===== src/core/radio_spi_defines.svh =====
// register map, field positions and timing figures of the radio serial port
// assumes a 4 ns system clock; included by the package, whose macros the top module also uses
`ifndef RADIO_SPI_DEFINES_SVH
`define RADIO_SPI_DEFINES_SVH
`define CLK_PERIOD_NS   4
`define OSC_RESTART_NS  2000
`define SIGNAL_STRENGTH_READING_GAP_NS     12000
`define OSC_CNT_W       10
`define SIGNAL_STRENGTH_READING_CNT_W      12
`define BUF_DEPTH       16
`define ADR_CTRL        6'h02
`define ADR_STATUS      6'h04
`define ADR_RX_CFG      6'h06
`define ADR_XACT_CFG    6'h0F
`define ADR_SIGNAL_STRENGTH_READING        6'h13
`define ADR_LOWBAT      6'h1A
`define ADR_BUFFER      6'h20
`define ADR_SPI_CFG     6'h3D
`define AV_IDX_HI       7
`define AV_IDX_LO       2
`define CMD_DIR         7
`define CMD_INC         6
`define CMD_ADR_HI      5
`define CTRL_AUTO_SLEEP 0
`define CTRL_WAKE_IE    1
`define CTRL_TX_GO      2
`define CTRL_RX_GO      3
`define CTRL_GO_MASK    8'h0C
`define XACT_FORCE      5
`define XACT_END_HI     4
`define XACT_END_LO     2
`define END_SLEEP       3'h0
`define RXCFG_AGC       7
`define RXCFG_LNA       6
`define RXCFG_DAMP      5
`define RXCFG_SIGNAL_STRENGTH_READING_EN   1
`define LOWBAT_THR_HI   2
`define LOWBAT_IE       3
`define LOWBAT_LIVE     7
`define SPICFG_SWAP     7
`define SPICFG_FOUR     1
`define SPICFG_IRQ_MOSI 0
`define ST_ASLEEP       0
`define ST_WAKING       1
`define ST_WAKE         2
`define ST_LOWBAT       3
`define RST_RX_CFG      8'h40
`define SYNC_INIT       13'h0002
`endif


===== src/core/radio_spi_pkg.sv =====
// types shared by the serial port modules
// assumes the defines header for field widths
`include "radio_spi_defines.svh"
package radio_spi_pkg;
   typedef enum logic [1:0] {
      PW_AWAKE  = 2'h0,
      PW_SLEEP  = 2'h1,
      PW_WAKING = 2'h2
   } pw_t;

   typedef struct packed {
      logic       sck_d;
      logic [2:0] bits;
      logic [7:0] sin;
      logic [7:0] sout;
      logic       first;
      logic       rx_valid;
      logic       rx_first;
      logic [7:0] rx_byte;
      logic       sdo;
   } eng_state_t;

   typedef struct packed {
      pw_t                             pw;
      logic [`OSC_CNT_W-1:0]           osc_cnt;
      logic                            wake_flag;
      logic                            cmd_valid;
      logic                            dir;
      logic                            inc;
      logic [5:0]                      addr;
      logic [7:0]                      tx_byte;
      logic [7:0]                      spi_cfg;
      logic [7:0]                      xact;
      logic [7:0]                      rx_cfg;
      logic [7:0]                      lowbat_cfg;
      logic [7:0]                      ctrl;
      logic [4:0]                      signal_strength_reading;
      logic                            signal_strength_reading_pend;
      logic [`SIGNAL_STRENGTH_READING_CNT_W-1:0]          signal_strength_reading_gap;
      logic [`BUF_DEPTH-1:0][7:0]      buf_mem;
      logic [3:0]                      bptr;
      logic                            pstart_d;
      logic                            pdone_d;
      logic                            av_wait;
      logic [7:0]                      av_rdata;
      logic                            irq;
      logic                            mosi_o;
      logic                            mosi_oe_n;
      logic                            miso_o;
      logic                            miso_oe_n;
      logic                            gain_cut_20db;
      logic                            gain_cut_40db;
      logic                            agc_active;
      logic                            asleep;
      logic                            osc_run;
   } port_state_t;
endpackage


===== src/core/spi_shift_if.sv =====
// byte-level link between the shift engine and the register core
// all signals live in the system clock domain
`timescale 1ns/1ps
`default_nettype none
interface spi_shift_if;
   logic       sck_s;
   logic       ss_n_s;
   logic       sdi_s;
   logic       rx_valid;
   logic       rx_first;
   logic [7:0] rx_byte;
   logic [7:0] tx_byte;
   logic       sdo;
   modport engine (input sck_s, ss_n_s, sdi_s, tx_byte,
                   output rx_valid, rx_first, rx_byte, sdo);
   modport core (output sck_s, ss_n_s, sdi_s, tx_byte,
                 input rx_valid, rx_first, rx_byte, sdo);
endinterface
`default_nettype wire


===== src/core/radio_spi_slave_port.sv =====
// radio serial slave port: register core, sleep control, battery, signal_strength_reading
// assumes an Avalon-MM master on clk and an external serial master on pins
//
// Register access over Avalon-MM is this design's own decision.
`timescale 1ns/1ps
`default_nettype none
module radio_spi_slave_port #(
   parameter int OSC_NS  = `OSC_RESTART_NS,
   parameter int SIGNAL_STRENGTH_READING_NS = `SIGNAL_STRENGTH_READING_GAP_NS
) (
   input  wire logic        clk,
   input  wire logic        resetn,
   input  wire logic        ce,
   input  wire logic [7:0]  avs_address,
   input  wire logic        avs_read,
   input  wire logic        avs_write,
   input  wire logic [31:0] avs_writedata,
   output var  logic [31:0] avs_readdata,
   output var  logic        avs_waitrequest,
   input  wire logic        sck,
   input  wire logic        ss_n,
   input  wire logic        mosi_in,
   output var  logic        mosi_out,
   output var  logic        mosi_oe_n,
   output var  logic        miso_out,
   output var  logic        miso_oe_n,
   output var  logic        irq,
   input  wire logic [2:0]  battery_level,
   input  wire logic [4:0]  rf_level,
   input  wire logic        pkt_start,
   input  wire logic        pkt_done,
   output var  logic        asleep,
   output var  logic        osc_run,
   output var  logic        gain_cut_20db,
   output var  logic        gain_cut_40db,
   output var  logic        agc_active
);
   localparam int OSC_RAW  = (OSC_NS + `CLK_PERIOD_NS - 1) / `CLK_PERIOD_NS;
   localparam int OSC_CYC  = (OSC_RAW < 1) ? 1 : OSC_RAW;
   localparam int SIGNAL_STRENGTH_READING_RAW = (SIGNAL_STRENGTH_READING_NS + `CLK_PERIOD_NS - 1) / `CLK_PERIOD_NS;
   localparam int SIGNAL_STRENGTH_READING_CYC = (SIGNAL_STRENGTH_READING_RAW < 1) ? 1 : SIGNAL_STRENGTH_READING_RAW;
   localparam logic [`OSC_CNT_W-1:0]  OSC_LOAD  = `OSC_CNT_W'(OSC_CYC - 1);
   localparam logic [`SIGNAL_STRENGTH_READING_CNT_W-1:0] SIGNAL_STRENGTH_READING_LOAD = `SIGNAL_STRENGTH_READING_CNT_W'(SIGNAL_STRENGTH_READING_CYC - 1);

   radio_spi_pkg::port_state_t s_r;
   radio_spi_pkg::port_state_t n;
   spi_shift_if                ifc ();
   logic [12:0]                pins_s;
   logic [2:0]                 bat_s;
   logic [4:0]                 rf_s;
   logic                       pstart_s;
   logic                       pdone_s;
   logic                       lowbat_now;
   logic                       spi_data;
   logic                       irq_any;
   logic                       shared;
   logic                       four;
   logic                       reading;
   logic                       wake_set;
   logic [5:0]                 av_idx;
   logic [5:0]                 nxt_addr;

   pin_sync #(
      .W    (13),
      .INIT (`SYNC_INIT)
   ) u_sync (
      .clk    (clk),
      .resetn (resetn),
      .ce     (ce),
      .d      ({rf_level, battery_level, pkt_done, pkt_start, mosi_in, ss_n, sck}),
      .q      (pins_s)
   );

   spi_shift_engine u_engine (
      .clk    (clk),
      .resetn (resetn),
      .ce     (ce),
      .ifc    (ifc.engine)
   );

   assign ifc.sck_s   = pins_s[0];
   assign ifc.ss_n_s  = pins_s[1];
   assign ifc.sdi_s   = pins_s[2];
   assign pstart_s    = pins_s[3];
   assign pdone_s     = pins_s[4];
   assign bat_s       = pins_s[7:5];
   assign rf_s        = pins_s[12:8];
   assign ifc.tx_byte = s_r.tx_byte;
   assign av_idx      = avs_address[`AV_IDX_HI:`AV_IDX_LO];
   assign spi_data    = ifc.rx_valid && !ifc.rx_first && s_r.cmd_valid;

   assign lowbat_now = (s_r.lowbat_cfg[`LOWBAT_THR_HI:0] != 3'h0)
                    && (s_r.pw == radio_spi_pkg::PW_AWAKE)
                    && (bat_s < s_r.lowbat_cfg[`LOWBAT_THR_HI:0]);

   function automatic logic [7:0] rd(input radio_spi_pkg::port_state_t st,
                                     input logic [5:0] a, input logic lb);
      logic [7:0] r;
      r = 8'h00;
      unique case (a)
         `ADR_CTRL:     r = st.ctrl;
         `ADR_STATUS:
         begin
            r[`ST_ASLEEP] = (st.pw == radio_spi_pkg::PW_SLEEP);
            r[`ST_WAKING] = (st.pw == radio_spi_pkg::PW_WAKING);
            r[`ST_WAKE]   = st.wake_flag;
            r[`ST_LOWBAT] = lb;
         end
         `ADR_RX_CFG:   r = st.rx_cfg;
         `ADR_XACT_CFG: r = st.xact;
         `ADR_SIGNAL_STRENGTH_READING:     r = {3'h0, st.signal_strength_reading};
         `ADR_LOWBAT:   r = {lb, st.lowbat_cfg[6:0]};
         `ADR_BUFFER:   r = st.buf_mem[st.bptr];
         `ADR_SPI_CFG:  r = st.spi_cfg;
         default:       r = 8'h00;
      endcase
      return r;
   endfunction

   // side effects of a read
   function automatic radio_spi_pkg::port_state_t fx(
      input radio_spi_pkg::port_state_t st, input logic [5:0] a);
      radio_spi_pkg::port_state_t r;
      r = st;
      if (a == `ADR_STATUS)
         r.wake_flag = 1'b0;
      if (a == `ADR_SIGNAL_STRENGTH_READING)
         r.signal_strength_reading_pend = 1'b1;
      if (a == `ADR_BUFFER)
         r.bptr = st.bptr + 4'h1;
      return r;
   endfunction

   function automatic radio_spi_pkg::port_state_t wr(
      input radio_spi_pkg::port_state_t st, input logic [5:0] a, input logic [7:0] d);
      radio_spi_pkg::port_state_t r;
      r = st;
      unique case (a)
         `ADR_CTRL:
         begin
            r.ctrl = d & ~`CTRL_GO_MASK;
            // commanded to transmit or receive wakes
            if ((d[`CTRL_TX_GO] || d[`CTRL_RX_GO]) && st.pw == radio_spi_pkg::PW_SLEEP)
            begin
               r.pw = radio_spi_pkg::PW_WAKING;
               r.osc_cnt = OSC_LOAD;
            end
         end
         `ADR_XACT_CFG:
         begin
            r.xact = d;
            r.xact[`XACT_FORCE] = 1'b0;
            if (d[`XACT_FORCE] && d[`XACT_END_HI:`XACT_END_LO] == `END_SLEEP)
               r.pw = radio_spi_pkg::PW_SLEEP;
         end
         `ADR_RX_CFG:  r.rx_cfg = d;
         `ADR_LOWBAT:  r.lowbat_cfg = {1'b0, d[6:0]};
         `ADR_SPI_CFG: r.spi_cfg = d;
         `ADR_BUFFER:
         begin
            r.buf_mem[st.bptr] = d;
            r.bptr = st.bptr + 4'h1;
         end
         default:      r = st;
      endcase
      return r;
   endfunction

   always_comb
   begin
      n = s_r;
      wake_set = 1'b0;
      nxt_addr = s_r.addr;
      shared = s_r.spi_cfg[`SPICFG_IRQ_MOSI];
      four = s_r.spi_cfg[`SPICFG_FOUR];
      reading = s_r.cmd_valid && !s_r.dir && !ifc.ss_n_s;
      irq_any = (s_r.lowbat_cfg[`LOWBAT_IE] && lowbat_now)
             || (s_r.ctrl[`CTRL_WAKE_IE] && s_r.wake_flag);
      n.pstart_d = pstart_s;
      n.pdone_d = pdone_s;

      unique case (s_r.pw)
         radio_spi_pkg::PW_AWAKE:
         begin
            if (pdone_s && !s_r.pdone_d && s_r.ctrl[`CTRL_AUTO_SLEEP])
               n.pw = radio_spi_pkg::PW_SLEEP;
         end
         radio_spi_pkg::PW_SLEEP:
            n.pw = radio_spi_pkg::PW_SLEEP;
         radio_spi_pkg::PW_WAKING:
         begin
            if (s_r.osc_cnt == '0)
            begin
               n.pw = radio_spi_pkg::PW_AWAKE;
               wake_set = 1'b1;
            end
            else
               n.osc_cnt = s_r.osc_cnt - 1'b1;
         end
         default:
            n.pw = radio_spi_pkg::PW_SLEEP;
      endcase

      if (ifc.rx_valid && ifc.rx_first)
      begin
         n.cmd_valid = 1'b1;
         n.dir = ifc.rx_byte[`CMD_DIR];
         n.inc = ifc.rx_byte[`CMD_INC];
         n.addr = ifc.rx_byte[`CMD_ADR_HI:0];
         if (!ifc.rx_byte[`CMD_DIR])
         begin
            n.tx_byte = rd(n, ifc.rx_byte[`CMD_ADR_HI:0], lowbat_now);
            n = fx(n, ifc.rx_byte[`CMD_ADR_HI:0]);
         end
      end
      else if (spi_data)
      begin
         if (s_r.dir)
            n = wr(n, s_r.addr, ifc.rx_byte);
         nxt_addr = s_r.addr + {5'h00, s_r.inc};
         n.addr = nxt_addr;
         // read-ahead: one extra read side effect after the last byte
         if (!s_r.dir)
         begin
            n.tx_byte = rd(n, nxt_addr, lowbat_now);
            n = fx(n, nxt_addr);
         end
      end
      if (ifc.ss_n_s)
         n.cmd_valid = 1'b0;

      // bus access waits a cycle when a serial byte lands
      if (!s_r.av_wait)
      begin
         n.av_wait = 1'b1;
         if (avs_write)
            n = wr(n, av_idx, avs_writedata[7:0]);
      end
      else if ((avs_read || avs_write) && !ifc.rx_valid)
      begin
         n.av_wait = 1'b0;
         n.av_rdata = 8'h00;
         if (avs_read)
         begin
            n.av_rdata = rd(n, av_idx, lowbat_now);
            n = fx(n, av_idx);
         end
      end
      // hardware set beats a clear by read
      n.wake_flag = n.wake_flag | wake_set;

      if (s_r.signal_strength_reading_gap != '0)
         n.signal_strength_reading_gap = s_r.signal_strength_reading_gap - 1'b1;
      if (pstart_s && !s_r.pstart_d && s_r.rx_cfg[`RXCFG_SIGNAL_STRENGTH_READING_EN])
         n.signal_strength_reading_pend = 1'b1;
      if (n.signal_strength_reading_pend && s_r.signal_strength_reading_gap == '0)
      begin
         n.signal_strength_reading = rf_s;
         n.signal_strength_reading_pend = 1'b0;
         n.signal_strength_reading_gap = SIGNAL_STRENGTH_READING_LOAD;
      end

      n.irq = irq_any && !shared;
      n.mosi_oe_n = !((shared && ifc.ss_n_s) || (!four && reading));
      n.mosi_o = (shared && ifc.ss_n_s) ? irq_any : ifc.sdo;
      n.miso_oe_n = !(four && reading);
      n.miso_o = ifc.sdo;
      n.agc_active = s_r.rx_cfg[`RXCFG_AGC];
      n.gain_cut_20db = !s_r.rx_cfg[`RXCFG_AGC] && !s_r.rx_cfg[`RXCFG_LNA];
      n.gain_cut_40db = !s_r.rx_cfg[`RXCFG_AGC] && s_r.rx_cfg[`RXCFG_DAMP];
      n.asleep = (n.pw == radio_spi_pkg::PW_SLEEP);
      n.osc_run = (n.pw != radio_spi_pkg::PW_SLEEP);
   end

   always_ff @(posedge clk or negedge resetn)
   begin
      if (!resetn)
      begin
         s_r <= '0;
         s_r.rx_cfg <= `RST_RX_CFG;
         s_r.av_wait <= 1'b1;
         s_r.mosi_oe_n <= 1'b1;
         s_r.miso_oe_n <= 1'b1;
         s_r.osc_run <= 1'b1;
      end
      else if (ce)
         s_r <= n;
   end

   assign avs_readdata    = {24'h000000, s_r.av_rdata};
   assign avs_waitrequest = s_r.av_wait;
   assign mosi_out        = s_r.mosi_o;
   assign mosi_oe_n       = s_r.mosi_oe_n;
   assign miso_out        = s_r.miso_o;
   assign miso_oe_n       = s_r.miso_oe_n;
   assign irq             = s_r.irq;
   assign asleep          = s_r.asleep;
   assign osc_run         = s_r.osc_run;
   assign gain_cut_20db   = s_r.gain_cut_20db;
   assign gain_cut_40db   = s_r.gain_cut_40db;
   assign agc_active      = s_r.agc_active;
endmodule
`default_nettype wire


===== src/core/pin_sync.sv =====
// two-flop synchroniser for a group of asynchronous pins
// assumes each bit is an independent level; reset value given per bit
`timescale 1ns/1ps
`default_nettype none
module pin_sync #(
   parameter int           W    = 1,
   parameter logic [W-1:0] INIT = '0
) (
   input  wire logic         clk,
   input  wire logic         resetn,
   input  wire logic         ce,
   input  wire logic [W-1:0] d,
   output var  logic [W-1:0] q
);
   typedef struct packed {
      logic [W-1:0] s1;
      logic [W-1:0] s2;
   } sync_t;
   sync_t s_r;
   sync_t s_nxt;

   always_comb
   begin
      s_nxt.s1 = d;
      s_nxt.s2 = s_r.s1;
   end

   always_ff @(posedge clk or negedge resetn)
   begin
      if (!resetn)
         s_r <= {INIT, INIT};
      else if (ce)
         s_r <= s_nxt;
   end

   assign q = s_r.s2;
endmodule
`default_nettype wire


===== src/core/spi_shift_engine.sv =====
// serial shifter: finds clock edges on synchronised pins, builds bytes
// assumes pins already pass two flops; clock idles low
`timescale 1ns/1ps
`default_nettype none
module spi_shift_engine (
   input  wire logic        clk,
   input  wire logic        resetn,
   input  wire logic        ce,
   spi_shift_if.engine      ifc
);
   radio_spi_pkg::eng_state_t s_r;
   radio_spi_pkg::eng_state_t s_nxt;
   logic                      rise;
   logic                      fall;

   always_comb
   begin
      s_nxt = s_r;
      rise = ifc.sck_s && !s_r.sck_d;
      fall = !ifc.sck_s && s_r.sck_d;
      s_nxt.sck_d = ifc.sck_s;
      s_nxt.rx_valid = 1'b0;
      if (ifc.ss_n_s)
      begin
         s_nxt.bits = 3'h0;
         s_nxt.first = 1'b1;
      end
      else if (rise)
      begin
         s_nxt.sin = {s_r.sin[6:0], ifc.sdi_s};
         s_nxt.bits = s_r.bits + 3'h1;
         if (s_r.bits == 3'h7)
         begin
            s_nxt.rx_valid = 1'b1;
            s_nxt.rx_first = s_r.first;
            s_nxt.rx_byte = {s_r.sin[6:0], ifc.sdi_s};
            s_nxt.first = 1'b0;
         end
      end
      else if (fall)
      begin
         if (s_r.bits == 3'h0)
         begin
            s_nxt.sdo = ifc.tx_byte[7];
            s_nxt.sout = {ifc.tx_byte[6:0], 1'b0};
         end
         else
         begin
            s_nxt.sdo = s_r.sout[7];
            s_nxt.sout = {s_r.sout[6:0], 1'b0};
         end
      end
   end

   always_ff @(posedge clk or negedge resetn)
   begin
      if (!resetn)
         s_r <= '0;
      else if (ce)
         s_r <= s_nxt;
   end

   assign ifc.rx_valid = s_r.rx_valid;
   assign ifc.rx_first = s_r.rx_first;
   assign ifc.rx_byte  = s_r.rx_byte;
   assign ifc.sdo      = s_r.sdo;
endmodule
`default_nettype wire


===== config.mk =====
export PLATFORM = sky130hd
export DESIGN_NAME = radio_spi_slave_port
export DESIGN_NICKNAME = d
export VERILOG_FILES = /design/src/core/radio_spi_pkg.sv /design/src/core/spi_shift_if.sv /design/src/core/radio_spi_slave_port.sv /design/src/core/pin_sync.sv /design/src/core/spi_shift_engine.sv
export VERILOG_INCLUDE_DIRS = /design/src /design/src/core
export SDC_FILE = /design/constraint.sdc
export NUM_CORES = 1
export LEC_CHECK = 0
export ABC_AREA = 1
export BUFFER_PORTS_ARGS = -buffer_cell sky130_fd_sc_hd__buf_4
export CAP_MARGIN = 20
export CORE_AREA = 2 2 259 261
export DETAILED_ROUTE_END_ITERATION = 10
export DIE_AREA = 0 0 261 263
export GPL_ROUTABILITY_DRIVEN = 1
export PLACE_DENSITY = 0.54
export SLEW_MARGIN = 20
export SYNTH_ARGS = -nofsm -noshare
export SYNTH_HDL_FRONTEND = slang
export SYNTH_SLANG_ARGS = --single-unit

===== constraint.sdc =====
create_clock -name clk -period 4.9 [get_ports clk]
set_input_delay 0.49 -clock clk [delete_from_list [all_inputs] [get_ports clk]]
set_output_delay 0.49 -clock clk [all_outputs]
set_load 0.01 [all_outputs]

**Word-level counts from Yosys, hierarchy flattened**

Cells that the tools add are included.

- Flip-flop bits (word level): 299
- Input bits: 58
- Output and inout port bits: 43
- Word-level logic and storage cells: 260

- Add/subtract/negate cells: 7
- Magnitude comparators: 6
- Eq/ne operators: 42
- Mux-type cells: 80
- Bitwise operators: 3
- Reductions and logical operators: 64

Operator list:

| cell | count |
|---|---|
| $mux 241 | 7 |
| $mux 229 | 4 |
| $mux 132 | 2 |
| $bwmux 128 | 2 |
| $mux 8 | 16 |
| $bmux 8 s4 | 3 |
| $pmux 4 s8 | 3 |
| $pmux 4 s7 | 3 |
| $demux 8 s4 | 2 |
| $eq 6x6->1 const B | 8 |
| $mux 11 | 4 |
| $eq 6x3->1 const B | 7 |
| $eq 6x5->1 const B | 7 |
| $mux 10 | 4 |
| $mux 12 | 3 |
| $logic_and 1x1->1 | 29 |
| $eq 6x2->1 const B | 4 |
| $eq 6x4->1 const B | 4 |
| $mux 18 | 1 |
| $lt 4x5->1 const B | 3 |
| $mux 1 | 15 |
| $logic_not 1->1 | 14 |
| $add 4x1->4 const B | 3 |
| $logic_not 12->1 | 1 |
| other kinds (28) | 53 |

**Longest topological paths before layout**

- Depth in word-level cells: 29
- Depth in mapped cells: 25
- Mapped depth without buffers: 23

**By module**

A second synthesis with hierarchy kept.

- Cells, all modules: 3596
- Area, all modules: 23282.3 um^2

Modules (own cells, without submodules):

| module | times used | cells an instance | area an instance (um^2) | sequential area each (um^2) |
|---|---|---|---|---|
| radio_spi_slave_port | 1 | 3303 | 20749.9 | 6012.0 |
| spi_shift_engine | 1 | 183 | 1506.4 | 750.7 |
| pin_sync | 1 | 110 | 1026.0 | 653.1 |

**Worst setup path before layout**

OpenSTA, ideal clock, no wires.

- Kind: register -> register
- From: reg s_r[21] (netlist bit)
- To: reg s_r[145] (netlist bit)
- Library setup time: 0.130 ns
- Arrival time: 3.905 ns
- Required time: 4.770 ns
- Path slack: 0.865 ns
- Stages on the path, launching flop included: 21
- Path buffers: 5
- Clock period less this slack: 4.035 ns
- Path through: dfrtp_1 -> inv_1 -> clkbuf_1 -> clkbuf_1 -> clkbuf_1 -> ha_1 -> inv_1 -> o21ai_4 -> ha_1 -> nand2_1 -> nand3_1 -> nand2_1 -> inv_2 -> buf_2 -> ha_1 -> inv_1 -> nor3_2 -> nand2_1 -> buf_2 -> o21ai_0 -> o21ai_0

- Longest elaborated chain between the ends: 18
- Elaborated cells on any way between the ends: 29
- Those cells by class: add/sub: 2; order compare: 4; mux: 21; reduce/logical: 2

RTL lines:

| element | line | source |
|---|---|---|
| start, declared | radio_spi_slave_port.sv:45 | `radio_spi_pkg::port_state_t s_r;` |
| start signal, assigned | radio_spi_slave_port.sv:287 | `s_r <= n;` |
| $add 4x1->4 | radio_spi_slave_port.sv:130, radio_spi_slave_port.sv:162 |  |
| $mux 132 | radio_spi_slave_port.sv:138 | `unique case (a)` |
| $mux 241 | radio_spi_slave_port.sv:218 | `if (s_r.dir)` |
| $mux 241 | radio_spi_slave_port.sv:216 | `else if (spi_data)` |
| $mux 241 | radio_spi_slave_port.sv:204 | `if (ifc.rx_valid && ifc.rx_first)` |
| $add 4x1->4 | radio_spi_slave_port.sv:130 | `r.bptr = st.bptr + 4'h1;` |
| $mux 4 | radio_spi_slave_port.sv:129 | `` if (a == `ADR_BUFFER) `` |
| $mux 229 | radio_spi_slave_port.sv:223 | `if (!s_r.dir)` |
| [... 2 more ...] | -- |  |
| $lt 4x5->1 (implied by the code) / $ge 4x1->1 (equally long branches) | radio_spi_slave_port.sv:161 | `r.buf_mem[st.bptr] = d;` |
| $logic_and 1x1->1 (implied by the code) | radio_spi_slave_port.sv:161 |  |
| $mux 8 (implied by the code) | radio_spi_slave_port.sv:161 |  |
| $demux 8 s4 | radio_spi_slave_port.sv:161 |  |
| $bwmux 128 | radio_spi_slave_port.sv:161 |  |
| $mux 132 | radio_spi_slave_port.sv:138 |  |
| $mux 241 | radio_spi_slave_port.sv:236 | `if (avs_write)` |
| $mux 241 (*) | radio_spi_slave_port.sv:233 | `if (!s_r.av_wait)` |

Mark *: on every way between the ends. The rest lies on a longest branch, timed or not. The select of a mux whose other input is x is not followed.
A chain may end at the register's enable or synchronous reset.

**Worst setup path after layout**

- From: reg u_engine.s_r (netlist bit u_engine.ifc.rx_valid)
- To: reg s_r[122] (netlist bit)

- Longest elaborated chain between the ends: 12
- Elaborated cells on any way between the ends: 18
- Those cells by class: order compare: 2; mux: 10; reduce/logical: 6

RTL lines:

| element | line | source |
|---|---|---|
| start, declared | spi_shift_engine.sv:11 | `radio_spi_pkg::eng_state_t s_r;` |
| start signal, assigned | spi_shift_engine.sv:60 | `s_r <= s_nxt;` |
| $logic_and 1x1->1 (2 in a row) | radio_spi_slave_port.sv:90 | `assign spi_data = ifc.rx_valid && !ifc.rx_first && s_r.cmd_valid;` |
| $mux 241 | radio_spi_slave_port.sv:216 |  |
| $mux 241 | radio_spi_slave_port.sv:204 |  |
| $lt 4x5->1 (implied by the code) / $ge 4x1->1 (equally long branches) | radio_spi_slave_port.sv:161 |  |
| $logic_and 1x1->1 (implied by the code) | radio_spi_slave_port.sv:161 |  |
| $mux 8 (implied by the code) | radio_spi_slave_port.sv:161 |  |
| $demux 8 s4 | radio_spi_slave_port.sv:161 |  |
| $bwmux 128 | radio_spi_slave_port.sv:161 |  |
| $mux 132 | radio_spi_slave_port.sv:138 |  |
| $mux 241 | radio_spi_slave_port.sv:236 |  |
| $mux 241 (*) | radio_spi_slave_port.sv:233 |  |

Marks and branches as above.

==> metrics.md <==
| Metric | Value |
|---|---|
| Status | finished clean |
| Hold WS | 91.2 ps |
| Post-CTS Setup Repair Bufs | 0 |
| H-tree Lvls | 2 |
| Pre-Repair DR Iteration Count | 6 |
| Worst slew pin tran | 961 ps |
| Post-CTS Resized | 0 |
| Sequential share of the synthesized area | 32.4% |
| WL final | 106,000 um |
| Clk buf depth | 3 |
| Crit path launch type | flop |
| Max_slew headroom | 35.7% |
| Fin. Hold Viols | 0 |
| Post-route ant nets | 0 |
| EDFF count, synth | 0 |
| Clk sinks | 296 |
| First-iteration detailed-routing DRC count | 3,531 |
| GP Congestion | 0.996 |
| Register bit total from synthesis | 296 |
| RSZ-0062 raised after global routing | false |
| Main flop type after synthesis | dfrtp_1 |
| Final setup fails | 0 |
| Worst path required time | 5370 ps |
| CTS tree | done |
| Synth Warn # | 0 |
| Clk_skew | 65.4 ps |
| Hold_buf cts | 1 |
| Leakage | 11.3 nW |
| Netlist cell types | 67 |
| Total track usage | 30.2% |
| Vias | 25,516 |
| Global-route wire length before repair | 156,000 um |
| Slew Viols, Final | 0 |
| CP endpoint kind | flop |
| Final net count | 3,570 |
| Final worst-path cycle share | 84.1% |
| Avg Cell Area, Syn | 6.44 um2 |
| Commonest non-fill, non-tap cell in the layout | nand2_1 |
| # port buffers | 50 |
| TritonCTS buffer count | 41 |
| CORE AREA | 65,600 um2 |
| Fmax | 243 MHz |
| Post-detailed-route wirelength per cell | 24.1 um |
| Design Power | 9.55 mW |
| Setup total negative slack | 0 ps |
| Crit Path Max Fanout | 26 |
| Later-pin clock latency in the skew report | 620 ps |
| Grt ovf | 0 |
| FP Rows | 94 |
| Pwr/cell area | 377 nW/um2 |
| Netlist Area Pre-Place | 22,900 um2 |
| Die height | 263 um |
| Post-synthesis cell count | 3,556 |
| Max-cap viol count | 0 |
| Maximum vdd drop | 0.000258 V |
| Initial Util | 34.9% |
| Final min period | 4120 ps |
| Layout cells sized above 1 | 7.75% |
| Initial antenna violation count | 3 |
| Detailed Place HPWL | 71,100 um |
| Hold crit path type | in -> reg |
| Most frequent cells in the layout | 776 x nand2_1, 736 x o21ai_0, 366 x inv_1 |
| Worst Path Arrival | 4590 ps |
| Die width | 261 um |
| Root Driver | clkbuf_16 |
| Via-per-instance ratio | 5.81 |
| Synth async-reset ratio | 100% |
| Clock Pin Slew Worst Setup and Hold Paths | 60 ps |
| P&R area growth vs syn | 10.5% |
| Crit Path Class | reg -> reg |
| Vias in the first global route | 23,333 |
| Die area | 68,600 um2 |
| Residual DRC count | 0 |
| I/O Pins | 101 |
| Pin count of the biggest net entering global routing | 164 |
-- final timing paths --
| kind | startpoint | end | slack [ps] | cells past startpoint |
|---|---|---|---|---|
| min in group asynchronous | resetn | s_r[123] | 530 | 2 |
| worst max register to register | u_engine.ifc.rx_valid | s_r[122] | 780 | 13 |
| worst min-delay path | rf_level[4] | u_sync.s_nxt[12] | 90 | 3 |
| max in group asynchronous | resetn | s_r[139] | 3360 | 3 |
| worst max-delay path | u_engine.ifc.rx_valid | s_r[122] | 780 | 13 |
| worst min register to register | osc_run | osc_run | 470 | 2 |
-- per-stage QoR --
stage	cell area (um2)	util, %	cells	setup WS [ps]
2_1_floorplan	23000	-	3579	865
3_3_place_gp	24000	36.6	4314	941
3_5_place_dp	24000	36.6	4314	913
4_1_cts	25300	38.6	4387	890
5_1_grt	25300	38.6	4387	491
6_report	25300	38.6	4388	778
-- area by class of cell --
class | instances | area, um2
fillers | 7198 | 40300
multi-input cells | 2630 | 12900
diodes | 1 | 2.50
well taps | 864 | 1080
flip-flops and latches | 296 | 7420
clock inverters | 10 | 120
inverters | 388 | 1480
clock buffers | 62 | 1170
repair buffers | 137 | 1140
-- Yosys cell counts (all sizes together), types with 18 or more instances --
master    n  area share [%]
o22ai   109             3.0
nor3     78             1.8
clkbuf  157             2.6
buf     108             2.8
nand3   210             4.7
ha       18            0.98
a21oi   254             5.5
nor2    214             3.9
o21ai   757              17
inv     382             6.3
nand2   791              13
o211ai   29            0.95
dfrtp   289              32
-- power breakdown --
part	switching (mW)	internal, mW	total, mW
Combinational	2.38	1.01	3.39
Clock	1.30	1.67	2.97
Sequential	0.324	2.87	3.19
-- layer usage --
layer	up-vias	wire length [um]	global-route usage, %
met1	11927	44400	43.0
met3	264	11900	6.49
met2	1455	44000	43.2
met5	-	0	0
li1	11870	-	-
met4	0	5310	14.3
-- cells by family after synthesis --
kind of cell               share of synthesized area, %
AOI/OAI and AO/OA                                  29.4
xor gates and xnor gates                          0.497
adders and majority gates                         0.983
buffers and inverters                              11.8
DFF                                                32.4
other                                            0.0164
and+or+nand+nor                                    24.9
-- worst max-delay path, stage by stage (launching register included) --
cell and delay, ps:
dfrtp_1 430, nand2_1 370, nor2_1 490, nand2_2 200, o21ai_0 210, o211ai_1 120, nand2_1 140, buf_4 440
ha_1 310, nand3_1 90, buf_4 270, nor2_1 600, o21ai_0 170, o22ai_1 160
-- sequential cells by signal, summed over array words and instances, names as in the netlist, 8 cells and up --
name / count
avs_readdata: 8
ifc.tx_byte: 8
s_r: 211
u_engine.ifc.rx_byte: 8
u_engine.s_r: 19
u_sync.q: 13
u_sync.s_nxt: 13
No activity file was read; power rests on OpenSTA's default activity.
